## src/spimss_defs.vh

```
// Constants shared by the serial peripheral shifter and its output buffer
`ifndef SPIMSS_DEFS_VH
`define SPIMSS_DEFS_VH
`define SPIMSS_EDGES_LAST 5'h10
`define SPIMSS_EDGE_ONE 5'h01
`define SPIMSS_EDGE_ZERO 5'h00
`define SPIMSS_TXE_RST 1'b1
`define SPIMSS_RXF_RST 1'b0
`define SPIMSS_BYTE_RST 8'h00
`define SPIMSS_DIV_ZERO 10'h000
`define SPIMSS_PIN_RST 4'hF
`define SPIMSS_PIN_SCLK 0
`define SPIMSS_PIN_MOSI 1
`define SPIMSS_PIN_MISO 2
`define SPIMSS_PIN_SSN 3
`define SPIMSS_CNT_ZERO 2'h0
`define SPIMSS_CNT_ONE 2'h1
`define SPIMSS_CNT_TWO 2'h2
`endif

```

## src/spimss_buf.v

```verilog
// Two-entry buffer with valid and ready on both sides
`timescale 1ns/10ps
`include "spimss_defs.vh"
module spimss_buf #(
  parameter W = 8
) (
  // Clock and reset
  input wire i_clock,
  input wire i_rst,
  // Filling side
  input wire i_in_valid,
  input wire [W-1:0] i_in_data,
  output wire o_in_ready,
  // Draining side
  output wire o_out_valid,
  output wire [W-1:0] o_out_data,
  input wire i_out_ready
);
  reg [W-1:0] head_r;
  reg [W-1:0] tail_r;
  reg [1:0] cnt_r;
  wire push;
  wire pop;

  assign o_in_ready = (cnt_r != `SPIMSS_CNT_TWO);
  assign o_out_valid = (cnt_r != `SPIMSS_CNT_ZERO);
  assign o_out_data = head_r;
  assign push = i_in_valid & o_in_ready;
  assign pop = o_out_valid & i_out_ready;

  always @(posedge i_clock or posedge i_rst) begin
    if (i_rst) begin
      head_r <= {W{1'b0}};
      tail_r <= {W{1'b0}};
      cnt_r <= `SPIMSS_CNT_ZERO;
    end else begin
      case ({push, pop})
        2'b10: begin
          if (cnt_r == `SPIMSS_CNT_ZERO) begin
            head_r <= i_in_data;
          end else begin
            tail_r <= i_in_data;
          end
          cnt_r <= cnt_r + `SPIMSS_CNT_ONE;
        end
        2'b01: begin
          head_r <= tail_r;
          cnt_r <= cnt_r - `SPIMSS_CNT_ONE;
        end
        2'b11: begin
          if (cnt_r == `SPIMSS_CNT_ONE) begin
            head_r <= i_in_data;
          end else begin
            head_r <= tail_r;
            tail_r <= i_in_data;
          end
        end
        default: begin
          cnt_r <= cnt_r;
        end
      endcase
    end
  end
endmodule

```

## src/spimss_core.v

```verilog
// Master or slave serial peripheral shifter with double buffering
// Overview of operation
// RL1: only the master starts a transfer; shifting swaps both shift registers
// RL2: master drives serial clock out; selected slave takes it as input
// RL3: the master selects a slave by holding its select low
// RL4: master: clock to clock pin, shifter out to MOSI, in from MISO
// RL5: slave: clock from pin, shifter out to MISO, in from MOSI
// RL6: bus clock feeds a prescaler dividing by 1 through 8
// RL7: rate select further divides by powers of two, 2 to 256
// RL8: a write while transmit empty queues; free shifter loads and starts
// RL9: data sampled on one clock edge, shifted half a cycle later
// RL10: after eight clock cycles the byte goes to receive buffer, full set
// RL11: a queued byte at transfer end loads at once, empty flag set
// RL12: most significant bit first unless the LSB-first enable is set
// RL13: a slave's select must be low before and throughout a transfer
// RL14: phase 0 needs select high between transfers; phase 1 need not
// RL15: one queued transmit byte and one held receive byte; code holds up to three received bytes (two in the output buffer)
// RL16: the received byte must be taken before the next transfer ends
// RL17: on overrun the new byte is dropped silently, old byte kept
// RL18: polarity inverts the clock, phase picks one of two timings
// RL19: with the enable low all four pins are released
// RL20: after reset transmit empty set, receive full clear, no transfer
// RL21: clock period is prescale divisor times rate divisor
`timescale 1ns/10ps
`include "spimss_defs.vh"
module spimss_core #(
  parameter DW = 8,
  parameter CW = 10
) (
  // Clock and reset
  input wire i_clock,
  input wire i_rst,
  // Configuration
  input wire i_block_enable,
  input wire i_master_mode,
  input wire i_cpol,
  input wire i_cpha,
  input wire i_lsb_first_enable,
  input wire [2:0] i_prescale_select,
  input wire [2:0] i_rate_divide_select,
  // Transmit data register
  input wire i_tx_write,
  input wire [DW-1:0] i_tx_data,
  output wire o_tx_buffer_empty_flag,
  // Receive stream
  output wire o_rx_buffer_full_flag,
  output wire o_rx_valid,
  output wire [DW-1:0] o_rx_data,
  input wire i_rx_ready,
  output wire o_busy,
  // Serial clock pin
  input wire i_serial_clock_pin,
  output wire o_serial_clock_pin,
  output wire o_serial_clock_pin_oe,
  // Master out pin
  input wire i_master_out_pin,
  output wire o_master_out_pin,
  output wire o_master_out_pin_oe,
  // Master in pin
  input wire i_master_in_pin,
  output wire o_master_in_pin,
  output wire o_master_in_pin_oe,
  // Slave select
  input wire i_slave_select_n
);
  // ----------------------------------------------------------------
  // Helpers
  // ----------------------------------------------------------------
  function [CW-1:0] half_limit;
    input [2:0] pre;
    input [2:0] sel;
    reg [CW:0] h;
    begin
      h = ({{(CW-2){1'b0}}, pre} + 1'b1) << sel;
      half_limit = h[CW-1:0] - 1'b1;
    end
  endfunction

  function [DW-1:0] shift_in;
    input [DW-1:0] sh;
    input lsbf;
    input b;
    begin
      if (lsbf) begin
        shift_in = {b, sh[DW-1:1]};
      end else begin
        shift_in = {sh[DW-2:0], b};
      end
    end
  endfunction

  // ----------------------------------------------------------------
  // Pin synchronisers
  // ----------------------------------------------------------------
  // A change counts only once stages two and three agree
  reg [3:0] s1_r;
  reg [3:0] s2_r;
  reg [3:0] s3_r;
  reg [3:0] pin_r;
  integer k;
  always @(posedge i_clock or posedge i_rst) begin
    if (i_rst) begin
      s1_r <= `SPIMSS_PIN_RST;
      s2_r <= `SPIMSS_PIN_RST;
      s3_r <= `SPIMSS_PIN_RST;
      pin_r <= `SPIMSS_PIN_RST;
    end else begin
      s1_r <= {i_slave_select_n, i_master_in_pin, i_master_out_pin,
               i_serial_clock_pin};
      s2_r <= s1_r;
      s3_r <= s2_r;
      for (k = 0; k < 4; k = k + 1) begin
        if (s2_r[k] == s3_r[k]) begin
          pin_r[k] <= s3_r[k];
        end
      end
    end
  end

  wire sclk_in = pin_r[`SPIMSS_PIN_SCLK];
  wire selected = i_block_enable & ~i_master_mode &
                  ~pin_r[`SPIMSS_PIN_SSN];
  // Pin that feeds the shifter input in each role
  wire data_in = i_master_mode ? pin_r[`SPIMSS_PIN_MISO] :
                 pin_r[`SPIMSS_PIN_MOSI]; // see RL4 see RL5

  // ----------------------------------------------------------------
  // State
  // ----------------------------------------------------------------
  reg tx_empty_r;
  reg [DW-1:0] tx_buf_r;
  reg [DW-1:0] sh_r;
  reg [DW-1:0] rx_buf_r;
  reg rx_full_r;
  reg busy_r;
  reg [4:0] edge_r;
  reg [CW-1:0] div_r;
  reg sck_r;
  reg samp_r;
  reg sclk_prev_r;
  reg ssn_prev_r;

  // ----------------------------------------------------------------
  // Edge generation
  // ----------------------------------------------------------------
  wire div_hit = (div_r == half_limit(i_prescale_select,
                                      i_rate_divide_select));
  wire m_tick = i_master_mode & busy_r & div_hit; // see RL21
  // The slave sees the clock a few bus cycles late through the
  // synchroniser, so the link rate must stay well below the bus rate
  wire s_tick = selected & busy_r & (sclk_in != sclk_prev_r); // see RL2
  wire tick = m_tick | s_tick;
  wire [4:0] edge_n = edge_r + `SPIMSS_EDGE_ONE;
  // Odd edges sample in phase 0, even edges in phase 1
  wire samp_edge = tick & (edge_n[0] ^ i_cpha); // see RL18
  wire shift_edge = tick & ~(edge_n[0] ^ i_cpha);
  wire last_edge = tick & (edge_n == `SPIMSS_EDGES_LAST);
  // Final bit comes straight from the pin in phase 1
  wire last_bit = i_cpha ? data_in : samp_r;
  wire [DW-1:0] rx_word = shift_in(sh_r, i_lsb_first_enable, last_bit);

  // Start a transfer: master when a byte waits, slave when selected
  wire ss_fell = ssn_prev_r & ~pin_r[`SPIMSS_PIN_SSN];
  wire m_start = i_block_enable & i_master_mode & ~tx_empty_r &
                 (~busy_r | last_edge); // see RL1 see RL11
  wire s_start = selected & ((~busy_r & (ss_fell | i_cpha)) |
                 (last_edge & i_cpha)); // see RL14 see RL13
  wire start = m_start | s_start;
  wire load_tx = start & ~tx_empty_r; // see RL8
  wire s_abort = ~i_master_mode & busy_r & ~selected; // see RL13

  // Receive buffer hand-off to the output buffer
  wire fifo_in_ready;
  wire pop = rx_full_r & fifo_in_ready;
  wire done = last_edge & busy_r; // see RL10

  // ----------------------------------------------------------------
  // Transmit buffer
  // ----------------------------------------------------------------
  always @(posedge i_clock or posedge i_rst) begin
    if (i_rst) begin
      tx_empty_r <= `SPIMSS_TXE_RST; // see RL20
      tx_buf_r <= `SPIMSS_BYTE_RST;
    end else if (load_tx) begin
      tx_empty_r <= 1'b1; // see RL8 see RL11
    end else if (i_tx_write & tx_empty_r) begin
      tx_empty_r <= 1'b0; // see RL15
      tx_buf_r <= i_tx_data;
    end
  end

  // ----------------------------------------------------------------
  // Shifter and bit-rate divider
  // ----------------------------------------------------------------
  always @(posedge i_clock or posedge i_rst) begin
    if (i_rst) begin
      busy_r <= 1'b0; // see RL20
      edge_r <= `SPIMSS_EDGE_ZERO;
      div_r <= `SPIMSS_DIV_ZERO;
      sck_r <= 1'b0;
      samp_r <= 1'b0;
      sh_r <= `SPIMSS_BYTE_RST;
      sclk_prev_r <= 1'b0;
      ssn_prev_r <= 1'b1;
    end else begin
      sclk_prev_r <= sclk_in;
      ssn_prev_r <= pin_r[`SPIMSS_PIN_SSN];
      if (~i_block_enable | s_abort) begin
        busy_r <= 1'b0;
        edge_r <= `SPIMSS_EDGE_ZERO;
        sck_r <= 1'b0;
        div_r <= `SPIMSS_DIV_ZERO;
      end else if (start) begin
        busy_r <= 1'b1;
        edge_r <= `SPIMSS_EDGE_ZERO;
        sck_r <= 1'b0;
        div_r <= `SPIMSS_DIV_ZERO;
        // With nothing queued the slave sends its last received byte
        // From idle the shifter already holds the last received byte
        if (load_tx) begin
          sh_r <= tx_buf_r;
        end else begin
          sh_r <= busy_r ? rx_word : sh_r;
        end
      end else if (busy_r) begin
        if (div_hit | ~i_master_mode) begin
          div_r <= `SPIMSS_DIV_ZERO; // see RL6 see RL7
        end else begin
          div_r <= div_r + 1'b1;
        end
        if (tick) begin
          edge_r <= edge_n;
          sck_r <= ~sck_r;
        end
        if (samp_edge) begin
          samp_r <= data_in; // see RL9
        end
        if (shift_edge & (edge_n != `SPIMSS_EDGE_ONE | ~i_cpha)) begin
          sh_r <= shift_in(sh_r, i_lsb_first_enable, samp_r); // see RL9
        end
        if (last_edge) begin
          busy_r <= 1'b0;
          sh_r <= rx_word;
          edge_r <= `SPIMSS_EDGE_ZERO;
        end
      end
    end
  end

  // ----------------------------------------------------------------
  // Receive buffer
  // ----------------------------------------------------------------
  always @(posedge i_clock or posedge i_rst) begin
    if (i_rst) begin
      rx_full_r <= `SPIMSS_RXF_RST; // see RL20
      rx_buf_r <= `SPIMSS_BYTE_RST;
    end else begin
      // A byte landing while full and not drained is dropped silently
      if (done & (~rx_full_r | pop)) begin
        rx_buf_r <= rx_word; // see RL17
      end
      // Setting wins over the drain in the same cycle
      rx_full_r <= (rx_full_r & ~pop) | done; // see RL15 see RL16
    end
  end

  spimss_buf #(
    .W(DW)
  ) u_rx_buf (
    .i_clock(i_clock),
    .i_rst(i_rst),
    .i_in_valid(rx_full_r),
    .i_in_data(rx_buf_r),
    .o_in_ready(fifo_in_ready),
    .o_out_valid(o_rx_valid),
    .o_out_data(o_rx_data),
    .i_out_ready(i_rx_ready)
  );

  // ----------------------------------------------------------------
  // Pin multiplexing
  // ----------------------------------------------------------------
  wire out_bit = i_lsb_first_enable ? sh_r[0] : sh_r[DW-1]; // see RL12
  wire m_en = i_block_enable & i_master_mode;
  reg out_r;
  // Registered so the last bit holds one bus cycle past the final edge;
  // the returning data needs several bus cycles per half period anyway
  always @(posedge i_clock or posedge i_rst) begin
    if (i_rst) begin
      out_r <= 1'b0;
    end else begin
      out_r <= out_bit; // see RL9
    end
  end
  assign o_serial_clock_pin = i_cpol ^ sck_r; // see RL18 see RL4
  assign o_serial_clock_pin_oe = m_en; // see RL2 see RL19
  assign o_master_out_pin = out_r; // see RL4
  assign o_master_out_pin_oe = m_en; // see RL19
  assign o_master_in_pin = out_r; // see RL5
  assign o_master_in_pin_oe = selected; // see RL5 see RL19
  assign o_tx_buffer_empty_flag = tx_empty_r;
  assign o_rx_buffer_full_flag = rx_full_r;
  assign o_busy = busy_r;
endmodule

```

## config.mk

```make
export PLATFORM = sky130hd
export DESIGN_NAME = spimss_core
export DESIGN_NICKNAME = d
export VERILOG_FILES = /design/src/spimss_buf.v /design/src/spimss_core.v
export VERILOG_INCLUDE_DIRS = /design/src
export SDC_FILE = /design/constraint.sdc
export NUM_CORES = 1
export LEC_CHECK = 0
export BUFFER_PORTS_ARGS = -buffer_cell sky130_fd_sc_hd__buf_2
export CORE_MARGIN = 3
export CORE_UTILIZATION = 58
export DETAILED_ROUTE_END_ITERATION = 10
export PLACE_DENSITY = 0.89
export SKIP_LAST_GASP = 1
export SYNTH_ARGS = -nofsm -noshare
export SYNTH_HDL_FRONTEND = slang
export SYNTH_SLANG_ARGS = --single-unit
```

## constraint.sdc

```tcl
create_clock -name i_clock -period 3.7 [get_ports i_clock]
set_input_delay 0.925 -clock i_clock [delete_from_list [all_inputs] [get_ports i_clock]]
set_output_delay 0.925 -clock i_clock [all_outputs]
set_load 0.02 [all_outputs]
```

==> metrics.txt, run 1 <==
Final min period=4.26 ns; mean routed wirelength per cell=around 20 um; drt drc=0; R2R Setup Slk=0.49 ns; Worst Setup EP=rx_buf_r[7]; worst r2r path cells=8; first-pass GRT wire length=20100 um; root buffer cell=clkbuf_8; CTS sink count=81; Inserted Clock Buffers=9; Starting Density=0.612; antenna violations before repair=0; Vias=approximately 4200; drt pass-1 iters=5; crit path capture type=flop; worst-margin pin slew=between 0.9 and 1 ns; reg2reg end=sh_r[7]; Crit Reg-Reg Startpoint=edge_r[0]; I/O Buffers=44; CTS tree=built; synth unique cells=58; Post-Syn Nets=496; IO Count=45; Cells after Synth=458; FP Rows=31; register area share after synthesis=0.452; placed inst area=0.00522 mm^2; failing checks=negative setup slack; Clock Path Buffers=2; vias in the first global route=slightly above 4000; crit path kind=in -> reg; vias per inst=6.34; Leak=0.00260 uW; origin of the worst setup path=i_prescale_select[0]; clk_lat worst skew=between 0.3 and 0.4 ns; Synth Area per Inst=9.90 um^2; placed cell count=628; element type at the critical path start=primary input; Max Clock Skew=~0.024 ns; DP Wirelength=7710 um; EDFF count, synth=0; top-count cell post-synth=dfrtp_1; Max-cap violations=0; Final nets=595; Max Fclk=between 0.2 and 0.25 GHz; YS warnings=0; critical path peak fanout=9; total track usage=0.289; post-route ant nets=0; #FFs+latches synth=81; die area=0.00891 mm^2; hold_buf cts=0; Total Power=~2600 uW; Area Growth Syn to Fin=28.8%; largest net degree at the start of global routing=between 50 and 60; antenna cells=0; Total Wirelength=13100 um; WP data required=3.97 ns; Congestion Overflow GR=0; Final GP Congestion=between 0.9 and 1; final worst-path cycle share=1.15; final setup margin=-0.556 ns; Async S/R FF share, synth=1.00; status=complete, but fails checks; WP data arrival=4.52 ns; Peak VDD IR=0.484 mV; Post-Syn Area=0.00453 mm^2; Area contributors post-synth=dfrtp_1 (35%), dfstp_2 (10%), mux2_2 (7.9%), o21ai_0 (4.1%), nand2_1 (4.0%); Main synth FF type=dfrtp_1; fin. max-slew vios=0; Final setup viols=36; DR iter-0 viols=roughly 360; Yosys top cell area share=0.348; Final Hold Vio Count=0; Pwr Density=450 mW/mm^2; hold crit path type=reg -> reg; Non-Filler Instances=661; die span in y=94.4 um; Slew Limit Headroom=0.368; fraction of layout cells with a size suffix above 1=0.381; H-tree depth=3; most common library cells after synthesis=dfrtp_1 (63), nand2_1 (48), o21ai_0 (37); chip width=94.4 um; Final Instance Area=0.00584 mm^2; RSZ-0062 raised after global routing=true; core area=~0.0074 mm^2; cell taking the most area after synthesis=dfrtp_1; register clock-pin slew on the reported worst setup and hold paths=around 0.090 ns
==> layout make-up <==
type                            instances  area [um^2]
Multi-Input combinational cell        336         2580
Sequential cell                        81         2050
Fill cell                             429         1570
Timing Repair Buffer                  106          791
Clock buffer                            9          124
Tap cell                               99          124
Inverter                               23         90.1
Clock inverter                          7         85.1
==> worst min-delay path by stage <==
stage            start       to  slack [ns]  cells past startpoint
2_1_floorplan  s1_r[0]  s2_r[0]        0.35                      0
3_3_place_gp   s1_r[3]  s2_r[3]        0.35                      0
3_5_place_dp   s1_r[3]  s2_r[3]        0.35                      0
4_1_cts        s1_r[3]  s2_r[3]        0.36                      0
5_1_grt        s1_r[3]  s2_r[3]        0.36                      0
6_report       s1_r[3]  s2_r[3]        0.36                      0
==> worst max-delay path: stages <==
cell	delay, ns
buf_8	0.10
ha_4	0.28
buf_4	0.15
inv_1	0.04
mux4_2	0.47
nor4_2	0.27
a21oi_1	0.12
xor2_1	0.18
or4_4	0.54
or4_4	0.47
a211oi_4	0.26
a21boi_4	0.24
buf_12	0.15
mux2_2	0.34
==> cell families after synthesis <==
| group | count (synthesis) | synth area share |
|---|---|---|
| xor gates and xnor gates | 20 | 0.0386 |
| buffers and inverters | 42 | 0.0375 |
| muxes | 45 | 0.111 |
| DFF | 81 | 0.452 |
| and+or+nand+nor | 138 | 0.156 |
| AOI/OAI and AO/OA | 117 | 0.166 |
| adders and majority gates | 15 | 0.0392 |
==> where the power goes <==
group	internal [uW]	switching, uW	total (uW)
clock network	325	379	703
registers	1020	117	1140
logic	339	447	786
total	1690	943	2630
==> sequential cells by signal (all words and copies together), names as in the netlist <==
signal,count
pin_r,4
tx_buf_r,8
sck_r,1
s3_r,4
sclk_prev_r,1
u_rx_buf.cnt_r,2
s2_r,4
o_master_in_pin,1
sh_r,8
o_tx_buffer_empty_flag,1
o_busy,1
s1_r,4
u_rx_buf.o_out_data,8
ssn_prev_r,1
o_rx_buffer_full_flag,1
u_rx_buf.tail_r,8
rx_buf_r,8
edge_r,5
samp_r,1
div_r,10
==> metal layers <==
metal  GRT usage  up-vias  routed length (um)
met4       0.119        0                 439
met1       0.362     2038                5230
met2       0.491      260                6470
met3      0.0574       51                 981
met5           0        -                   0
li1            -     1843                   -
==> per-stage QoR <==
| stage | setup slack [ns] | util | setup TNS, ns | hold slack [ns] |
|---|---|---|---|---|
| floorplan | -0.982 | - | -23.91 | 0.345 |
| global placement | -0.904 | 0.704 | -24.15 | 0.349 |
| detailed placement | -1.05 | 0.704 | -27.61 | 0.348 |
| CTS | -0.496 | 0.773 | -10.97 | 0.358 |
| global route | -0.622 | 0.788 | -18.39 | 0.357 |
| finish | -0.556 | 0.788 | -15.71 | 0.358 |
==> placed cells by master (no fill, tap or decap), drive strengths merged, types with 3 or more instances in the layout <==
cell / instances
xnor2: 10
and3: 9
dfstp: 18
o21a: 4
o221ai: 3
a211oi: 5
clkbuf: 9
nor4: 4
nor2b: 6
dfrtp: 63
a21oi: 30
o21ai: 38
mux2: 32
maj3: 4
nand3: 6
a22oi: 10
a31oi: 4
clkinv: 3
ha: 11
nand2b: 5
o211ai: 5
mux2i: 12
a21o: 3
inv: 24
nor2: 22
nand2: 48
buf: 106
nand3b: 10
or3: 4
xor2: 10
nor3: 11
or4: 3
==> repair_timing <==
| action | in CTS | in global routing |
|---|---|---|
| endpoints found under the setup margin | 36 | 36 |
| gates cloned | 3 | 0 |
| gates resized for setup | 36 | 31 |
| pin swaps | 20 | 12 |
| setup buffers | 12 | 7 |
(Power assumes the default switching activity.)
==> run 2, diff against run 1 <==
CORE_UTILIZATION = 55   (was 58)
MAX_ROUTING_LAYER = met4   (was not set)
PLACE_DENSITY = 0.86   (was 0.89)
==> run 2 against run 1 <==
Register-to-register slack gained 0.07 ns. First-iteration DRC count increased by 3.3%. Clock power shrank 3%. Largest power group unchanged. Critical endpoint is now rx_buf_r[2]. Flip-flop and latch count stayed put. Final area up 0.47%. The run still ends with negative setup slack left. Cell count grew 1.7%. Non-clock buffer count up 8. Utilization down 4.1 points.
==> metrics.txt, run 2 (same netlist as run 1, synthesis figures left out) <==
antenna cells=0 (unchanged); die span in y=96.8 um (+2.5%); RSZ-0062 raised after global routing=true; Pwr Density=442 mW/mm^2 (-1.7%); status=complete, but fails checks; Total Wirelength=12700 um (-3.0%); failing checks=negative setup slack; most frequent cells in the layout=dfrtp_1 (63), buf_4 (56), nand2_1 (44), buf_2 (42), mux2_2 (28); hold_buf cts=0 (unchanged); first-pass GRT wire length=19900 um (-1.0%); I/O Buffers=44 (unchanged); Clock Path Buffers=2 (unchanged); chip width=96.8 um (+2.5%); WP data arrival=4.56 ns (+0.04 ns); post-route ant nets=0 (unchanged); Max Clock Skew=0.0154 ns (-0.00858 ns); Logic pwr share=0.302 (+0.003); total track usage=0.264 (-0.0250); Final setup viols=36 (unchanged); Starting Density=0.578 (-0.0342); fraction of layout cells with a size suffix above 1=0.384 (+0.00343); root buffer cell=clkbuf_8; CP Cell Sequence=buf_8 -> ha_4 -> o21ai_4 -> or3_4 -> ha_4 -> inv_4 -> o221ai_2 -> and3_4 -> nor3b_4 -> xnor2_1 -> or4_4 -> or4_4 -> a211oi_4 -> a21boi_4 -> buf_12 -> mux2_2; FP Rows=32 (+3.2%); element type at the critical path start=primary input; Inserted Clock Buffers=9 (unchanged); worst-margin pin slew=0.893 ns (-0.0554 ns); IO Count=45 (unchanged); die area=0.00937 mm^2 (+5.1%); clock share of power=0.264 (-0.004); final setup margin=-0.600 ns (-0.0446 ns); Max stage delay on crit path=0.54 ns (about the same); H-tree depth=3 (unchanged); Final min period=4.30 ns (+0.0446 ns); Psw=895 uW (-5.1%); Slew Limit Headroom=0.405 (+0.0369); CTS tree=built; mean routed wirelength per cell=19.0 um (-4.5%); most common cell after layout, fill and taps aside=dfrtp_1; CP max stage cell=or4_4; Net Sw Frac=0.345 (-0.0138); vias in the first global route=4176 (+0.75%); critical path peak fanout=8 (-1); Final Instance Area=0.00587 mm^2 (+0.47%); Congestion Overflow GR=0 (unchanged); Vias=4159 (-0.79%); DR iter-0 viols=376 (+3.3%); hold crit path type=reg -> reg; Max Fclk=0.233 GHz (-1.0%); Max-cap violations=0 (unchanged); Final Hold Vio Count=0 (unchanged); register clock-pin slew on the reported worst setup and hold paths=0.09 ns (about the same); Setup TNS=-16.25 ns (-0.542 ns); crit path kind=in -> reg; DP Wirelength=7650 um (-0.81%); drt pass-1 iters=5 (unchanged); max FFs per register=10 (unchanged); Seq pwr share=0.435 (+0.002); Peak VDD IR=0.480 mV (-0.91%); antenna violations before repair=0 (unchanged); Final nets=603 (+1.3%); CP bufs+invs=3 (-1); Most flops, register=div_r; Leak=0.00264 uW (+1.5%); hold slack=0.361 ns (+0.00232 ns); CTS sink count=81 (unchanged); drt drc=0 (unchanged); Area Growth Syn to Fin=29.5%; fin. max-slew vios=0 (unchanged); vias per inst=6.19 (-2.4%); Final GP Congestion=0.935 (-0.64%); Int Power=1700 uW (+0.87%); Fillers=496 (+16%); top cell family by delay on the critical path=simple AND/OR/NAND/NOR gates; largest net degree at the start of global routing=40 (-22%); placed inst area=0.00526 mm^2 (+0.79%); crit path capture type=flop; clk_lat worst skew=0.36 ns (-0.03 ns); final worst-path cycle share=1.16 (+0.0121); WP data required=3.96 ns (about the same); core area=0.00785 mm^2 (+5.9%)
-- run 2: cell types whose count changed in the layout (fill, tap and decap cells not counted), sizes merged --
cell / before / now
buf: 106 / 113
clkbuf: 9 / 11
clkinv: 3 / 4
clkinvlp: 2 / 0
-- run 2: final timing paths --
check                                     start                      to  slack [ns]  cells after the start
setup / recovery           i_prescale_select[0]             rx_buf_r[2]       -0.60                     16
hold / removal                          s1_r[0]                 s2_r[0]        0.36                      0
setup reg to reg                         o_busy                 sh_r[2]        0.56                      9
hold reg to reg                         s1_r[0]                 s2_r[0]        0.36                      0
max in group asynchronous                 i_rst  u_rx_buf.o_out_data[4]        2.47                      3
min in group asynchronous                 i_rst                 sh_r[7]        0.47                      2
-- run 2: through the flow --
step           power (uW)  utilization  setup slack [ns]  instances
2_1_floorplan        1580            -            -0.982        458
3_3_place_gp         1750        0.670            -0.919        636
3_5_place_dp         1800        0.670             -1.04        636
4_1_cts              2530        0.729            -0.566        664
5_1_grt              2710        0.748            -0.622        672
6_report             2600        0.748            -0.600        672
-- run 2: layout make-up --
cell class              count  area, um^2  area share
multi-input cells         336        2540       0.433
flip-flops and latches     81        2050       0.349
repair buffers            114         850       0.145
clock buffers              10         138      0.0235
well taps                 102         128      0.0217
inverters                  23        90.1      0.0154
clock inverters             6        72.6      0.0124
-- run 2: power groups by stage --
stage          sequential [uW]  clock, uW  combinational (uW)
3_3_place_gp              1120          0                 634
6_report                  1130        684                 783
3_5_place_dp              1130          0                 666
4_1_cts                   1120        687                 728
5_1_grt                   1140        733                 843
2_1_floorplan             1110          0                 466
-- run 2: timing repair --
action | in CTS | in global routing
gates cloned | 2 | 1
pin swaps | 20 | 9
endpoints found under the setup margin | 36 | 36
buffers inserted | 11 | 7
resized for setup | 33 | 18
-- run 2: metal layers --
metal,vias up,share of wire,global-route usage,wire (um)
li1,1869,-,-,-
met5,-,0,-,0
met1,2010,0.39,0.317,5000
met2,224,0.49,0.417,6280
met4,0,0.050,0.135,637
met3,56,0.064,0.0620,815
